File: config.mk
export PLATFORM = sky130hd
export DESIGN_NAME = mipss_io_ports
export DESIGN_NICKNAME = d
export VERILOG_FILES = /design/src/logic/mipss_pkg.sv /design/src/logic/mipss_io_ports.sv
export SDC_FILE = /design/constraint.sdc
export NUM_CORES = 1
export LEC_CHECK = 0
export BUFFER_PORTS_ARGS = -buffer_cell sky130_fd_sc_hd__clkbuf_2
export CAP_MARGIN = 0
export CELL_PAD_IN_SITES_DETAIL_PLACEMENT = 2
export CELL_PAD_IN_SITES_GLOBAL_PLACEMENT = 2
export CORE_MARGIN = 10
export CORE_UTILIZATION = 31
export DETAILED_ROUTE_END_ITERATION = 6
export PLACE_DENSITY_LB_ADDON = 0.15
export SLEW_MARGIN = 20
export SYNTH_ARGS = -nofsm -noshare
export SYNTH_HDL_FRONTEND = slang
export SYNTH_SLANG_ARGS = --single-unit
File: constraint.sdc
create_clock -name sys_clk -period 1.8 [get_ports sys_clk]
set_input_delay 0.45 -clock sys_clk [delete_from_list [all_inputs] [get_ports sys_clk]]
set_output_delay 0.45 -clock sys_clk [all_outputs]
set_load 0.01 [all_outputs]
File: src/logic/mipss_pkg.sv
// shared constants for the port and serial shift block
package mipss_pkg;
  // apb register byte offsets
  localparam logic [7:0] MIPSS_ENABLE_OFS = 8'h00;
  localparam logic [7:0] MIPSS_IN_LVL_OFS = 8'h04;
  localparam logic [7:0] MIPSS_IN_CAP_OFS = 8'h08;
  localparam logic [7:0] MIPSS_OCT_Q_OFS = 8'h0c;
  localparam logic [7:0] MIPSS_OCT_PIN_OFS = 8'h10;
  localparam logic [7:0] MIPSS_AUX8_OFS = 8'h14;
  localparam logic [7:0] MIPSS_AUX8_PIN_OFS = 8'h18;
  localparam logic [7:0] MIPSS_GEN4_OFS = 8'h1c;
  localparam logic [7:0] MIPSS_GEN4_PIN_OFS = 8'h20;
  localparam logic [7:0] MIPSS_AUX4_OFS = 8'h24;
  localparam logic [7:0] MIPSS_AUX4_PIN_OFS = 8'h28;
  localparam logic [7:0] MIPSS_DIR4_OFS = 8'h2c;
  localparam logic [7:0] MIPSS_DOUT_LOAD_OFS = 8'h30;
  localparam logic [7:0] MIPSS_DIGIT_OFS = 8'h34;
  localparam logic [7:0] MIPSS_SERIAL_OFS = 8'h38;
  localparam logic [7:0] MIPSS_SKL_OFS = 8'h3c;
  localparam logic [7:0] MIPSS_IRQ_OFS = 8'h40;
  // enable register field positions
  localparam int MIPSS_EN_MODE = 0;
  localparam int MIPSS_EN_IRQ = 1;
  localparam int MIPSS_EN_OCT = 2;
  localparam int MIPSS_EN_SO = 3;
  localparam int MIPSS_EN_TBSRC = 6;
  localparam int MIPSS_EN_AUX8 = 7;
  // input line positions
  localparam int MIPSS_LINE_CAP0 = 0;
  localparam int MIPSS_LINE_IRQ = 1;
  localparam int MIPSS_LINE_TB = 2;
  localparam int MIPSS_LINE_CAP3 = 3;
  // reset values
  localparam logic [7:0] MIPSS_ENABLE_RST = 8'h00;
  localparam logic [3:0] MIPSS_SNR_RST = 4'h0;
  // instruction cycle timing
  localparam int MIPSS_INSTR_NS = 160;
  localparam int MIPSS_CLK_MHZ = 250;
  localparam int MIPSS_INSTR_CYC = (MIPSS_INSTR_NS * MIPSS_CLK_MHZ) / 1000;
  // counter mode needs the serial input low this many instruction cycles
  localparam logic [1:0] MIPSS_LOW_MIN = 2'h2;
  // time base prescaler divide ratio minus one
  localparam logic [1:0] MIPSS_PRESCALE_MAX = 2'h3;
endpackage

File: src/logic/mipss_io_ports.sv
// io ports and serial nibble register behind an apb slave
// Notes on behaviour
// RL1: input read returns all four lines together
// RL2: lines zero, three latch falling edges
// RL3: line one requests interrupt when enabled
// RL4: line two may feed time base
// RL5: octal port drives its holding register
// RL6: octal drivers can float for bus sharing
// RL7: second octal latch loaded by program only
// RL8: external source pulls low or drives both
// RL9: general nibble port latched, pins readable
// RL10: nibble pin levels never enter latches
// RL11: auxiliary nibble port like general port
// RL12: each nibble line has own direction
// RL13: digit output loads from digit address
// RL14: serial register counts or shifts by mode
// RL15: counter decrements after two-cycle low pulse
// RL16: counter mode outputs are program levels
// RL17: shift mode shifts, clock toggles per cycle
// RL18: data and clock outputs forceable low
// RL19: input reaches output four cycles later
// RL20: shifting continues whatever outputs show
// RL21: shift left, input lsb, output msb
// RL22: enable bit zero selects counter mode
// RL23: enable bit three gates serial output
// RL24: enable bit two gates octal drivers
// RL25: reset clears enable register to zero
`timescale 1ns/100ps
module mipss_io_ports
  import mipss_pkg::*;
#(
  parameter int INSTR_CYC = MIPSS_INSTR_CYC
) (
  // clock and reset
  input wire logic sys_clk,
  input wire logic rstn,
  // apb slave
  input wire logic psel,
  input wire logic penable,
  input wire logic pwrite,
  input wire logic [7:0] paddr,
  input wire logic [31:0] pwdata,
  output logic [31:0] prdata,
  output logic pready,
  output logic pslverr,
  // four-line input port
  input wire logic [3:0] in_pins,
  // octal bus port
  input wire logic [7:0] oct_in,
  output logic [7:0] oct_out,
  output logic [7:0] oct_oe,
  // second octal port
  input wire logic [7:0] aux8_in,
  output logic [7:0] aux8_out,
  output logic [7:0] aux8_oe,
  // general nibble port
  input wire logic [3:0] gen4_in,
  output logic [3:0] gen4_out,
  output logic [3:0] gen4_oe,
  // auxiliary nibble port
  input wire logic [3:0] aux4_in,
  output logic [3:0] aux4_out,
  output logic [3:0] aux4_oe,
  // digit output port
  output logic [3:0] digit_out,
  // serial three-wire link
  input wire logic serial_in_pin,
  output logic serial_out_pin,
  output logic serial_clock_pin,
  // core side events
  output logic int_req,
  output logic time_base_tick
);

  // elaboration check on instruction cycle length
  if (INSTR_CYC < 4 || (INSTR_CYC % 2) != 0) begin : g_bad_cyc
    $error("INSTR_CYC must be even and at least 4");
  end

  // divider width and its end and half points
  localparam int DW = $clog2(INSTR_CYC);
  localparam logic [DW-1:0] DIV_LAST = DW'(INSTR_CYC - 1);
  localparam logic [DW-1:0] DIV_HALF = DW'(INSTR_CYC / 2);

  // whole state of the block
  typedef struct packed {
    // two-flop pin synchronisers
    logic [3:0] in_s1;
    logic [3:0] in_s2;
    logic [3:0] in_prev;
    logic [7:0] oct_s1;
    logic [7:0] oct_s2;
    logic [7:0] aux8_s1;
    logic [7:0] aux8_s2;
    logic [3:0] gen4_s1;
    logic [3:0] gen4_s2;
    logic [3:0] aux4_s1;
    logic [3:0] aux4_s2;
    logic si_s1;
    logic si_s2;
    // program visible registers and capture flags
    logic [7:0] enable_reg;
    logic [1:0] cap;
    logic irq;
    logic [7:0] oct_q;
    logic [7:0] aux8_q;
    logic [3:0] gen4_q;
    logic [3:0] aux4_q;
    logic [7:0] dir4;
    logic [3:0] digit_addr;
    logic [3:0] digit_q;
    // serial register, clock level and cycle timing
    logic [3:0] serial_nibble_register;
    logic skl;
    logic [DW-1:0] div;
    logic [1:0] pre;
    logic [1:0] low_cnt;
    logic armed;
    logic so;
    logic clk_q;
    // registered pin enables and bus answer
    logic [7:0] oct_oe;
    logic [7:0] aux8_oe;
    logic [3:0] gen4_oe;
    logic [3:0] aux4_oe;
    logic tb_tick;
    logic [31:0] prdata;
    logic pready;
    logic pslverr;
  } mipss_state_t;

  mipss_state_t st_reg; // registered state
  mipss_state_t st_next; // next state

  // decoded helper terms
  logic instr_tick; // end of an instruction cycle
  logic acc_done; // apb access completes this edge
  logic wr_en; // write takes effect
  logic rd_done; // read completes
  logic [31:0] rd_val; // read mux value
  logic rd_hit; // address maps to a register
  logic mode_count; // serial register counts
  logic fall_cap0; // falling edge line zero
  logic fall_cap3; // falling edge line three
  logic fall_irq; // falling edge line one
  logic fall_tb; // falling edge line two
  logic prescale_tick; // internal time base source

  // next state logic
  always_comb begin
    // every field holds unless a branch below moves it
    st_next = st_reg;
    instr_tick = (st_reg.div == DIV_LAST);
    // apb completes when ready was already high
    acc_done = psel & penable & st_reg.pready;
    wr_en = acc_done & pwrite;
    rd_done = acc_done & ~pwrite;
    // enable bit zero picks counter mode
    mode_count = st_reg.enable_reg[MIPSS_EN_MODE];
    // falling edges: last synced level high, new one low
    fall_cap0 = st_reg.in_prev[MIPSS_LINE_CAP0] & ~st_reg.in_s2[MIPSS_LINE_CAP0];
    fall_cap3 = st_reg.in_prev[MIPSS_LINE_CAP3] & ~st_reg.in_s2[MIPSS_LINE_CAP3];
    fall_irq = st_reg.in_prev[MIPSS_LINE_IRQ] & ~st_reg.in_s2[MIPSS_LINE_IRQ];
    fall_tb = st_reg.in_prev[MIPSS_LINE_TB] & ~st_reg.in_s2[MIPSS_LINE_TB];
    // one pulse every fourth instruction cycle
    prescale_tick = instr_tick & (st_reg.pre == MIPSS_PRESCALE_MAX);

    // two-flop synchronisers for every pin input
    st_next.in_s1 = in_pins;
    st_next.in_s2 = st_reg.in_s1;
    // edge history one flop behind the second stage
    st_next.in_prev = st_reg.in_s2;
    st_next.oct_s1 = oct_in;
    st_next.oct_s2 = st_reg.oct_s1;
    st_next.aux8_s1 = aux8_in;
    st_next.aux8_s2 = st_reg.aux8_s1;
    st_next.gen4_s1 = gen4_in;
    st_next.gen4_s2 = st_reg.gen4_s1;
    st_next.aux4_s1 = aux4_in;
    st_next.aux4_s2 = st_reg.aux4_s1;
    // serial input synchroniser
    st_next.si_s1 = serial_in_pin;
    st_next.si_s2 = st_reg.si_s1;

    // instruction cycle divider and prescaler
    if (instr_tick) begin
      // wrap and advance the prescaler
      st_next.div = '0;
      st_next.pre = st_reg.pre + 2'h1;
    end else begin
      // count sys_clk within the cycle
      st_next.div = st_reg.div + DW'(1);
    end

    // read mux
    rd_hit = 1'b1;
    rd_val = 32'h0000_0000;
    case (paddr)
      MIPSS_ENABLE_OFS: rd_val[7:0] = st_reg.enable_reg;
      // RL1: all four lines as one value
      MIPSS_IN_LVL_OFS: rd_val[3:0] = st_reg.in_s2;
      MIPSS_IN_CAP_OFS: rd_val[1:0] = st_reg.cap;
      MIPSS_OCT_Q_OFS: rd_val[7:0] = st_reg.oct_q;
      // RL5: pin reads come from the pins
      MIPSS_OCT_PIN_OFS: rd_val[7:0] = st_reg.oct_s2;
      MIPSS_AUX8_OFS: rd_val[7:0] = st_reg.aux8_q;
      MIPSS_AUX8_PIN_OFS: rd_val[7:0] = st_reg.aux8_s2;
      MIPSS_GEN4_OFS: rd_val[3:0] = st_reg.gen4_q;
      // RL9: direct line test, bit 4 flags all low
      MIPSS_GEN4_PIN_OFS: rd_val[4:0] = {~|st_reg.gen4_s2, st_reg.gen4_s2};
      MIPSS_AUX4_OFS: rd_val[3:0] = st_reg.aux4_q;
      // RL11: plain pin read, no test flag
      MIPSS_AUX4_PIN_OFS: rd_val[3:0] = st_reg.aux4_s2;
      MIPSS_DIR4_OFS: rd_val[7:0] = st_reg.dir4;
      MIPSS_DOUT_LOAD_OFS: rd_val[3:0] = st_reg.digit_q;
      MIPSS_DIGIT_OFS: rd_val[3:0] = st_reg.digit_addr;
      // serial register reads show its current value
      MIPSS_SERIAL_OFS: rd_val[3:0] = st_reg.serial_nibble_register;
      // clock level bit and interrupt flag
      MIPSS_SKL_OFS: rd_val[0] = st_reg.skl;
      MIPSS_IRQ_OFS: rd_val[0] = st_reg.irq;
      default: rd_hit = 1'b0;
    endcase
    // misaligned addresses answer with an error
    if (paddr[1:0] != 2'h0) begin
      rd_hit = 1'b0;
    end

    // apb: one wait state, answer latched with pready
    // ready rises on the first access edge, one cycle after penable
    st_next.pready = psel & penable & ~st_reg.pready;
    if (psel & penable & ~st_reg.pready) begin
      // first access edge: capture data and error
      st_next.prdata = pwrite ? 32'h0000_0000 : rd_val;
      st_next.pslverr = ~rd_hit;
    end else if (acc_done) begin
      // completing edge: drop the error
      st_next.pslverr = 1'b0;
    end

    // capture latches cleared by read, only bits returned
    if (rd_done && paddr == MIPSS_IN_CAP_OFS) begin
      // clear only the bits this read returned
      st_next.cap = st_reg.cap & ~st_reg.prdata[1:0];
    end
    if (rd_done && paddr == MIPSS_IRQ_OFS) begin
      // flag returned by this read is cleared
      st_next.irq = st_reg.irq & ~st_reg.prdata[0];
    end
    // RL2: falling edges set latches, set wins
    if (fall_cap0) begin
      st_next.cap[0] = 1'b1;
    end
    if (fall_cap3) begin
      st_next.cap[1] = 1'b1;
    end
    // RL3: line one counts only with interrupts on
    if (fall_irq && st_reg.enable_reg[MIPSS_EN_IRQ]) begin
      st_next.irq = 1'b1;
    end

    // RL4: time base source select
    st_next.tb_tick = st_reg.enable_reg[MIPSS_EN_TBSRC] ? fall_tb : prescale_tick;

    // register writes
    // refused addresses never reach a register
    if (wr_en && !st_reg.pslverr) begin
      case (paddr)
        MIPSS_ENABLE_OFS: st_next.enable_reg = pwdata[7:0];
        // RL7: second octal latch written only here
        MIPSS_AUX8_OFS: st_next.aux8_q = pwdata[7:0];
        MIPSS_OCT_Q_OFS: st_next.oct_q = pwdata[7:0];
        // RL10: nibble latches hold program data only
        MIPSS_GEN4_OFS: st_next.gen4_q = pwdata[3:0];
        MIPSS_AUX4_OFS: st_next.aux4_q = pwdata[3:0];
        MIPSS_DIR4_OFS: st_next.dir4 = pwdata[7:0];
        // RL13: digit output copies digit address
        MIPSS_DOUT_LOAD_OFS: st_next.digit_q = st_reg.digit_addr;
        // digit address is a plain program register
        MIPSS_DIGIT_OFS: st_next.digit_addr = pwdata[3:0];
        MIPSS_SKL_OFS: st_next.skl = pwdata[0];
        // other offsets are read-only, unmapped, or the serial register written below
        default: st_next.skl = st_reg.skl;
      endcase
    end

    // RL22: bit zero picks counter or shifter
    if (mode_count) begin
      // counter mode arms on a high level
      if (st_reg.si_s2) begin
        // high input re-arms and restarts the low count
        st_next.armed = 1'b1;
        st_next.low_cnt = 2'h0;
      end else if (instr_tick && st_reg.armed) begin
        // low for one more instruction cycle
        st_next.low_cnt = st_reg.low_cnt + 2'h1;
        // RL15: decrement after two low cycles
        if (st_reg.low_cnt + 2'h1 == MIPSS_LOW_MIN) begin
          st_next.serial_nibble_register = st_reg.serial_nibble_register - 4'h1;
          st_next.armed = 1'b0;
        end
      end
      // RL16: outputs are program levels
      st_next.so = st_reg.enable_reg[MIPSS_EN_SO];
      st_next.clk_q = st_reg.skl;
    end else begin
      // shift mode: counter must re-arm on entry
      st_next.armed = 1'b0;
      st_next.low_cnt = 2'h0;
      // RL20: shifting each cycle regardless
      if (instr_tick) begin
        // RL21: input into lsb, msb toward output
        st_next.serial_nibble_register = {st_reg.serial_nibble_register[2:0], st_reg.si_s2};
      end
      // RL23: output gated by enable bit three
      // RL18: data forced low when disabled
      st_next.so = st_reg.enable_reg[MIPSS_EN_SO] & st_reg.serial_nibble_register[3];
      // RL17: clock high in first half of cycle
      // RL18: clock forced low when level bit clear
      st_next.clk_q = st_reg.skl & (st_reg.div < DIV_HALF);
    end
    // RL14: program write overrides count or shift
    // RL19: only a program write breaks the delay
    if (wr_en && !st_reg.pslverr && paddr == MIPSS_SERIAL_OFS) begin
      // program load wins this edge
      st_next.serial_nibble_register = pwdata[3:0];
    end

    // RL24: octal drivers follow enable bit two
    // RL6: cleared bit floats the octal pins
    st_next.oct_oe = {8{st_next.enable_reg[MIPSS_EN_OCT]}};
    // second octal drivers follow enable bit seven
    st_next.aux8_oe = {8{st_next.enable_reg[MIPSS_EN_AUX8]}};
    // RL12: per-line direction on nibble ports
    st_next.gen4_oe = st_next.dir4[3:0];
    st_next.aux4_oe = st_next.dir4[7:4];
  end

  // RL25: reset clears enable and all state
  always_ff @(posedge sys_clk or negedge rstn) begin
    if (!rstn) begin
      // bidirectional pins float, digit and serial outputs low
      st_reg <= '0;
      // reset values on top of the cleared state
      st_reg.enable_reg <= MIPSS_ENABLE_RST;
      st_reg.serial_nibble_register <= MIPSS_SNR_RST;
    end else begin
      // register the whole state each edge
      st_reg <= st_next;
    end
  end

  // outputs straight from flops
  assign prdata = st_reg.prdata;
  assign pready = st_reg.pready;
  assign pslverr = st_reg.pslverr;
  // RL5: octal pins show holding register
  assign oct_out = st_reg.oct_q;
  assign oct_oe = st_reg.oct_oe;
  assign aux8_out = st_reg.aux8_q;
  assign aux8_oe = st_reg.aux8_oe;
  // nibble ports and digit latch
  assign gen4_out = st_reg.gen4_q;
  assign gen4_oe = st_reg.gen4_oe;
  assign aux4_out = st_reg.aux4_q;
  assign aux4_oe = st_reg.aux4_oe;
  assign digit_out = st_reg.digit_q;
  // serial pins and core events
  assign serial_out_pin = st_reg.so;
  assign serial_clock_pin = st_reg.clk_q;
  assign int_req = st_reg.irq;
  assign time_base_tick = st_reg.tb_tick;

endmodule

==> flow_summary.yaml, run 1 <==
floorplanning:
  rows: 52
  core_area_sq_um: 20400
  initial_core_util: 0.318
  die_area_sq_um: 27100
  die_w_um: 165
  dieHeight_um: 165
  num_io_pins: 164
run:
  drv_cap: 0
grt:
  grt_pass1_wl_um: 33000
  grt_max_degree: 50
  grt_pass1_vias: 5482
  grt_overflow: 0
  grt_antenna_before_repair: 0
  track_usage: 0.161
clock_tree:
  worstSkewPairLatency_ns: 0.43
  clkSlewWorstSetupHoldPaths_ns: 0.07
  tritoncts: "done"
  cts_sinks: 142
  cts_buffer_depth: 2
  cts_max_level: 4
  clockRootBuffer: "clkbuf_16"
  numCtsBuffers: 17
yosys:
  synth_edf_count: 0
  synth_adder_area_share: 0.00771
  synthSimpleGateAreaFrac: 0.114
  postSynthCellCount: 545
  synth.most_common_cell: "dfrtp_1"
  synth_area_sq_um: 6490
  async_reset_ff_frac: 1.00
  synth_area_leaders: "dfrtp_1 (55%), buf_4 (9.8%), mux2_2 (8.5%)"
  synth_common_cells: "dfrtp_1 (142), buf_4 (85), mux2_2 (49), nand2_1 (29), nor2_1 (25)"
  yosysTopAreaCell: "dfrtp_1"
  synth_top_area_frac: 0.547
  ys_warn_count: 0
  avgSynthCellArea_sq_um: 11.9
  synthXorXnorAreaFrac: 0.00674
  yosys_register_bits: 142
  synth_compound_area_frac: 0.0861
  synth_top_family_by_area: "multiplexers"
  synth_mux_area_frac: 0.122
  yosysUniqueCellTypes: 62
  synth_flop_cell: "dfrtp_1"
  ys_seq_area_frac: 0.547
routing:
  routed_wirelength_um: 21500
  avgViaCountPerCell: 4.77
  wire_per_inst_um: 22.1
  drtIter0Drc: 158
  drt-pass1-iter-count: 4
  drtAntennaViolNets: 0
  drc: 0
  vias: 4654
cells_and_area:
  fin_cells: 976
  antenna-diode-count: 0
  largest_reg_flops: 59
  design_area_sq_um: 8360
  fill_cells: 2119
  multiInputGateArea_sq_um: 2400
  area_delta_synth_final_pct: 28.7
  seq_area_sq_um: 3550
  drive_above_1_share: 0.455
  nNetsFinal: 772
  final_util: 0.409
sta:
  setup_tns_ns: -0.00221
  period_minus_slack_ns: 1.80
  rsz0062_at_grt: "yes"
  finalMaxSlewViolations: 0
  hold_violations: 0
  clock-skew-final_ns: 0.0136
  setup_viol: 1
  fmax_mhz: 555
  setup_slack_ns: -0.00221
  whs_ns: 0.127
  period_share: 1.00
setup_path:
  crit_slowest_cell: "or3b_4"
  worst-setup-path-type: "register to register"
  arrival_ns: 2.10
  cp-end-kind: "register"
  cp.required_ns: 2.10
  crit_path_max_incr_delay_ns: 0.48
  cpLargestDelayFamily: "simple AND/OR/NAND/NOR gates"
  path_cells: "nand3_2, or3b_4, nor3_4, buf_4, mux2_2"
  cp.buffers_inverters: 1
  crit_fanout: 5
  startpoint_type: "register"
pwr:
  power_density_nw_per_um2: 921
  leakagePower_nw: 4.01
  finalPower_mw: 7.70
  peakVddDrop_mv: 0.530
run_status:
  violations: "setup timing"
  status: "finished, violations left"
place:
  gp_congestion: 0.836
  port_buffers: 115
  dpl_cell_area_sq_um: 7550
  post-place-ws_ns: -0.443
  dpl.cell_count: 941
  hpwlAfterDp_um: 16300
worst_hold_path:
  worst_hold_path_type: "input pin to register"
final timing paths:
check,start,to,slack (ns),depth (start not counted)
min in group asynchronous,rstn,aux4_out[2]$_DFFE_PN0P_,0.46,2
worst max register to register,pready$_DFF_PN0_,st_reg[127]$_DFFE_PN0P_,-0.002,5
max in group asynchronous,rstn,st_reg[122]$_DFFE_PN0P_,0.77,3
worst max-delay path,pready$_DFF_PN0_,st_reg[127]$_DFFE_PN0P_,-0.002,5
worst min-delay path,aux8_in[0],st_next[146]$_DFF_PN0_,0.13,1
worst min register to register,st_next[153]$_DFF_PN0_,st_reg[153]$_DFF_PN0_,0.35,0
kinds of logic after synthesis:
kind of cell,after synthesis
xor+xnor,5
mux,71
buf+inv,111
fa+ha+maj,4
compound gates,82
flops,142
simple gates,129
other cells,1
layout by cell type, fill, tap and decap left out, types with 5 or more instances in the layout:
master	Yosys	routed
and3_1	5	5
o22ai_1	6	6
inv_1	8	8
o21ai_0	18	16
buf_4	85	85
buf_12	0	7
mux2_2	49	41
clkbuf_2	2	114
a21oi_1	13	13
nand3_1	15	14
clkbuf_16	0	17
bufinv_16	0	5
nand2_1	29	29
mux2_4	0	10
o21a_1	5	5
dfrtp_1	142	142
nor2_4	2	5
a22oi_1	10	10
nor3_1	6	6
nand3b_1	5	5
mux2i_1	17	17
nor2_1	25	25
nor2b_1	6	5
conb_1	1	24
timing repair:
action,CTS,global route
gates resized for setup,5,27
hold endpoints to repair,23,0
setup buffers,1,2
endpoints found under the setup margin,34,53
pin swaps,2,10
hold buffers,1,0
power breakdown:
part           total (mW)  internal [mW]  switching, mW
registers            3.31           3.27         0.0370
clock network        3.89           2.46           1.43
logic               0.500          0.198          0.302
routing by layer:
metal / vias up / wire [um] / track usage
met2: 117 / 10500 / 0.264
met1: 2396 / 9550 / 0.204
met4: 0 / 241 / 0.0419
li1: 2124 / - / -
met5: - / 0 / 0
met3: 17 / 1250 / 0.0468
worst register-to-register path: cells and delay by family (launching register included):
kind / cells / cell delay (ns)
and+or+nand+nor: 3 / 0.78
DFF: 1 / 0.37
muxes: 1 / 0.35
buffers and inverters: 1 / 0.20
area by class of cell:
| cell class | instances | share of cell area |
|---|---|---|
| clock buffers | 18 | 0.0513 |
| clock inverters | 13 | 0.0256 |
| inverters | 8 | 0.00359 |
| multi-input cells | 315 | 0.287 |
| flip-flops and latches | 142 | 0.425 |
| well taps | 270 | 0.0404 |
| repair buffers | 210 | 0.167 |
No activity file was read; power rests on OpenSTA's default activity.
==> run 2: changes to the inputs <==
- CELL_PAD_IN_SITES_DETAIL_PLACEMENT: 2 -> 1
- CELL_PAD_IN_SITES_GLOBAL_PLACEMENT: 2 -> 1
- CORE_UTILIZATION: 31 -> 38
==> run 2 against run 1 <==
Compared with the run above:
- the run now ends clean
- design area decreased by 1.5%
- flip-flop and latch count unchanged
- clock power decreased by 3%
- highest routed layer unchanged
==> flow_summary.yaml, run 2 (synthesis gave the netlist of run 1 again) <==
setup_path:
  crit_fanout: 5
  reg2reg_slack_ns: 0.03
  worst-r2r-cell-count: 5
  cp.required_ns: 2.10
  cp-end-kind: "register"
  critPathLaunch: "pready$_DFF_PN0_"
  reg2reg_from: "pready$_DFF_PN0_"
  worst-setup-path-type: "register to register"
  endpoint: "st_reg[125]$_DFFE_PN0P_"
  r2r_end: "st_reg[125]$_DFFE_PN0P_"
  startpoint_type: "register"
  arrival_ns: 2.08
sta:
  period_share: 0.985
  setup_slack_ns: 0.0272
  setup_viol: 0
  period_minus_slack_ns: 1.77
  whs_ns: 0.126
  clock-skew-final_ns: 0.0129
  fmax_mhz: 564
  rsz0062_at_grt: "yes"
  hold_violations: 0
  finalMaxSlewViolations: 0
cells_and_area:
  design_area_sq_um: 8230
  area_delta_synth_final_pct: 26.8
  drive_above_1_share: 0.451
  largest_reg_flops: 59
  antenna-diode-count: 0
  final_cell_mix: "dfrtp_1 (142), clkbuf_2 (114), buf_4 (85)"
  nNetsFinal: 773
  final_common_cell: "dfrtp_1"
routing:
  drc: 0
  drt-pass1-iter-count: 4
  drtAntennaViolNets: 0
  vias: 4627
  wire_per_inst_um: 21.4
  drtIter0Drc: 192
  avgViaCountPerCell: 4.99
  routed_wirelength_um: 19900
grt:
  grt-busiest-layer: "met2"
  track_usage: 0.175
  grt_max_degree: 42
  grt_overflow: 0
  grt_antenna_before_repair: 0
  grtUsageMet1: 0.225
  grt_util_met2: 0.283
  grt_use_met3: 0.0483
  grt_pass1_wl_um: 29900
  grt_pass1_vias: 4977
clock_tree:
  cts_buffer_depth: 2
  worstSkewPairLatency_ns: 0.42
  tritoncts: "done"
  cts_max_level: 4
  numCtsBuffers: 17
  clkSlewWorstSetupHoldPaths_ns: 0.07
  cts_sinks: 142
  clockRootBuffer: "clkbuf_16"
pwr:
  leakagePower_nw: 4.00
  peakVddDrop_mv: 0.695
  power_density_nw_per_um2: 921
floorplanning:
  num_io_pins: 164
  core_area_sq_um: 16600
  initial_core_util: 0.390
  die_w_um: 151
  die_area_sq_um: 22700
  rows: 47
  dieHeight_um: 151
place:
  hpwlAfterDp_um: 15000
  dpl_cell_area_sq_um: 7440
  post-place-ws_ns: -0.345
  port_buffers: 115
  gp_congestion: 0.901
run:
  drv_cap: 0
run_status:
  status: "complete, no violations"
worst_hold_path:
  worst_hold_path_type: "input pin to register"
[run 2: report_power, final]
group	switching, mW	leakage (nW)	internal [mW]
Sequential	0.0334	1.78	3.27
Clock	1.44	0.305	2.36
Combinational	0.295	1.92	0.193
Total	1.77	4.00	5.82
[run 2: metrics by stage]
step | util | power, mW | std cells | TNS (ns)
6_report | 0.495 | 7.59 | 928 | 0
3_5_place_dp | 0.447 | 3.84 | 888 | -16.83
4_1_cts | 0.489 | 7.66 | 923 | 0
3_3_place_gp | 0.447 | 3.83 | 888 | -15.76
5_1_grt | 0.495 | 7.87 | 928 | -0.0490
2_1_floorplan | - | 3.55 | 568 | -0.130
[run 2: repair_timing]
item | in CTS | in global routing
gates cloned | 0 | 0
buffers inserted | 2 | 5
endpoints found under the hold margin | 35 | 0
hold buffers | 1 | 0
resized for setup | 5 | 17
pin swaps | 2 | 6
endpoints found under the setup margin | 32 | 42
[run 2: area by class of cell]
cell class                      instances  area (sq um)
Fill cell                            1799          8410
Sequential cell                       142          3550
Multi-Input combinational cell        315          2360
Timing Repair Buffer                  211          1390
Clock buffer                           19           433
Tap cell                              220           275
Clock inverter                         13           200
Inverter                                8          30.0
[run 2: per-layer routing]
| metal | part of all wire | up-vias |
|---|---|---|
| li1 | - | 2121 |
| met2 | 0.48 | 129 |
| met1 | 0.44 | 2356 |
| met5 | 0 | - |
| met3 | 0.059 | 21 |
| met4 | 0.013 | 0 |
[run 2: critical path, stage by stage, from the launching register on]
cell	delay, ns
dfrtp_1	0.36
nand3_2	0.10
or3b_4	0.46
nor3_4	0.22
buf_6	0.17
mux2_2	0.34
[run 2: how the worst min path moves through the flow]
| stage | from | endpoint | slack, ns | cells after the start |
|---|---|---|---|---|
| 6_report | gen4_in[2] | st_next[140]$_DFF_PN0_ | 0.13 | 1 |
| 5_1_grt | gen4_in[2] | st_next[140]$_DFF_PN0_ | 0.10 | 1 |
| 4_1_cts | gen4_in[2] | st_next[140]$_DFF_PN0_ | 0.11 | 1 |
| 3_5_place_dp | st_next[151]$_DFF_PN0_ | st_reg[151]$_DFF_PN0_ | 0.34 | 0 |
| 3_3_place_gp | st_next[183]$_DFF_PN0_ | st_next[179]$_DFF_PN0_ | 0.33 | 0 |
| 2_1_floorplan | rstn | aux4_oe[0]$_DFFE_PN0P_ | 0.15 | 0 |
==> run 3: changes to the inputs <==
- RECOVER_POWER: default -> 100
==> run 3 against run 2 <==
Compared with the run above:
- non-clock buffer count did not move
- power fell by 0.31%
- worst setup slack improved by 0.0031 ns
- wire length is essentially flat
- first-iteration DRC count is 6.8% lower
- combinational power decreased by 4%
- sequential share of layout area increased by 0.81 points
- design area decreased by 1.8%
- clock power hardly changed
- critical path type unchanged
- largest cell class unchanged
- highest routed layer unchanged
==> flow_summary.yaml, run 3 (synthesis gave the netlist of run 1 again) <==
floorplanning:
  die_area_sq_um: 22700
  dieHeight_um: 151
  core_area_sq_um: 16600
  initial_core_util: 0.390
  num_io_pins: 164
  die_w_um: 151
  rows: 47
pwr:
  power_density_nw_per_um2: 936
  pwr-share-seq: 0.437
  p_int_mw: 5.80
  peakVddDrop_mv: 0.693
  leakagePower_nw: 3.73
  power_switching_mw: 1.76
  power_frac_comb: 0.062
  swShare: 0.233
  p_clk_frac: 0.501
sta:
  clock-skew-final_ns: 0.0118
  rsz0062_at_grt: "yes"
  hold_violations: 0
  period_share: 0.983
  setup_viol: 0
  setup_tns_ns: 0
  worst_pin_slew_ns: 0.743
  relSlewSlack: 0.505
  fmax_mhz: 565
  finalMaxSlewViolations: 0
  period_minus_slack_ns: 1.77
cells_and_area:
  design_area_sq_um: 8080
  final_util: 0.486
  antenna-diode-count: 0
  fin_cells: 928
  area_delta_synth_final_pct: 24.5
  largest_reg_flops: 59
  final_cell_mix: "dfrtp_1 (142), clkbuf_1 (77), buf_4 (74)"
  drive_above_1_share: 0.342
  nNetsFinal: 773
  final_common_cell: "dfrtp_1"
place:
  gp_congestion: 0.901
  hpwlAfterDp_um: 15000
  dpl_cell_area_sq_um: 7440
  port_buffers: 115
  dpl.cell_count: 888
clock_tree:
  tritoncts: "done"
  worstSkewPairLatency_ns: 0.42
  cts_sinks: 142
  clockRootBuffer: "clkbuf_16"
  cts_max_level: 4
  numCtsBuffers: 17
  cts_buffer_depth: 2
  clkSlewWorstSetupHoldPaths_ns: 0.07
setup_path:
  cp.required_ns: 2.10
  arrival_ns: 2.07
  startpoint_type: "register"
  crit_fanout: 5
  cp-end-kind: "register"
  worst-setup-path-type: "register to register"
  reg2reg_slack_ns: 0.03
routing:
  vias: 4629
  drtAntennaViolNets: 0
  drt-pass1-iter-count: 5
  drc: 0
  routed_wirelength_um: 19900
  avgViaCountPerCell: 4.99
  drtIter0Drc: 179
  wire_per_inst_um: 21.4
grt:
  grt_pass1_wl_um: 29900
  track_usage: 0.175
  grt_overflow: 0
  grt_pass1_vias: 4977
  grt_max_degree: 42
  grt_antenna_before_repair: 0
worst_hold_path:
  worst_hold_path_type: "input pin to register"
run_status:
  status: "complete, no violations"
run:
  drv_cap: 0
run 3: cell types whose count changed in the layout (fill, tap and decap cells not counted), moves of 2 or more:
cell / change
buf_12: -2
clkbuf_1: +75
buf_4: -11
clkbuf_2: -64
run 3: area by class of cell:
cell class / instances / area (sq um)
well taps: 220 / 275
inverters: 8 / 30.0
fillers: 1831 / 8560
multi-input cells: 315 / 2350
clock inverters: 13 / 200
flip-flops and latches: 142 / 3550
clock buffers: 19 / 433
repair buffers: 211 / 1240
run 3: through the flow:
step           worst slack, ns  power [mW]  hold WS (ns)
2_1_floorplan          -0.0163        3.55         0.154
5_1_grt                -0.0415        7.85         0.102
6_report                0.0303        7.56         0.126
4_1_cts               0.000529        7.66         0.107
3_3_place_gp            -0.321        3.83         0.332
3_5_place_dp            -0.345        3.84         0.336
run 3: worst max-delay path: stages (launching register included):
cell     delay [ns]
dfrtp_1        0.36
nand3_2        0.10
or3b_4         0.46
nor3_4         0.22
buf_6          0.18
mux2_2         0.34
run 3: power groups by stage:
stage | registers (mW) | clock network [mW] | logic (mW)
finish | 3.30 | 3.79 | 0.471
global route | 3.31 | 4.02 | 0.514
CTS | 3.30 | 3.87 | 0.486
detailed placement | 3.36 | 0 | 0.477
global placement | 3.36 | 0 | 0.468
floorplan | 3.35 | 0 | 0.201
run 3: layer usage:
metal / share of wire / global-route usage / up-vias
li1: - / - / 2129
met1: 0.45 / 0.225 / 2353
met2: 0.49 / 0.283 / 133
met5: 0 / 0 / -
met4: 0.010 / 0.0486 / 0
met3: 0.057 / 0.0483 / 14
run 3: path summary, 6_finish.rpt:
kind | from | cells after the start | end
hold reg to reg | st_next[151]$_DFF_PN0_ | 0 | st_reg[151]$_DFF_PN0_
hold / removal | gen4_in[2] | 1 | st_next[140]$_DFF_PN0_
setup / recovery | pready$_DFF_PN0_ | 5 | st_reg[125]$_DFFE_PN0P_
min in group asynchronous | rstn | 2 | st_next[138]$_DFF_PN0_
max in group asynchronous | rstn | 3 | st_reg[64]$_DFFE_PN0P_
setup reg to reg | pready$_DFF_PN0_ | 5 | st_reg[125]$_DFFE_PN0P_
run 3: repair_timing:
action	4_1_cts	5_1_grt
hold endpoints to repair	35	0
hold buffers	1	0
pin swaps	2	6
cloned	0	0
endpoints found under the setup margin	32	42
gates resized for setup	5	17
buffers inserted	2	5
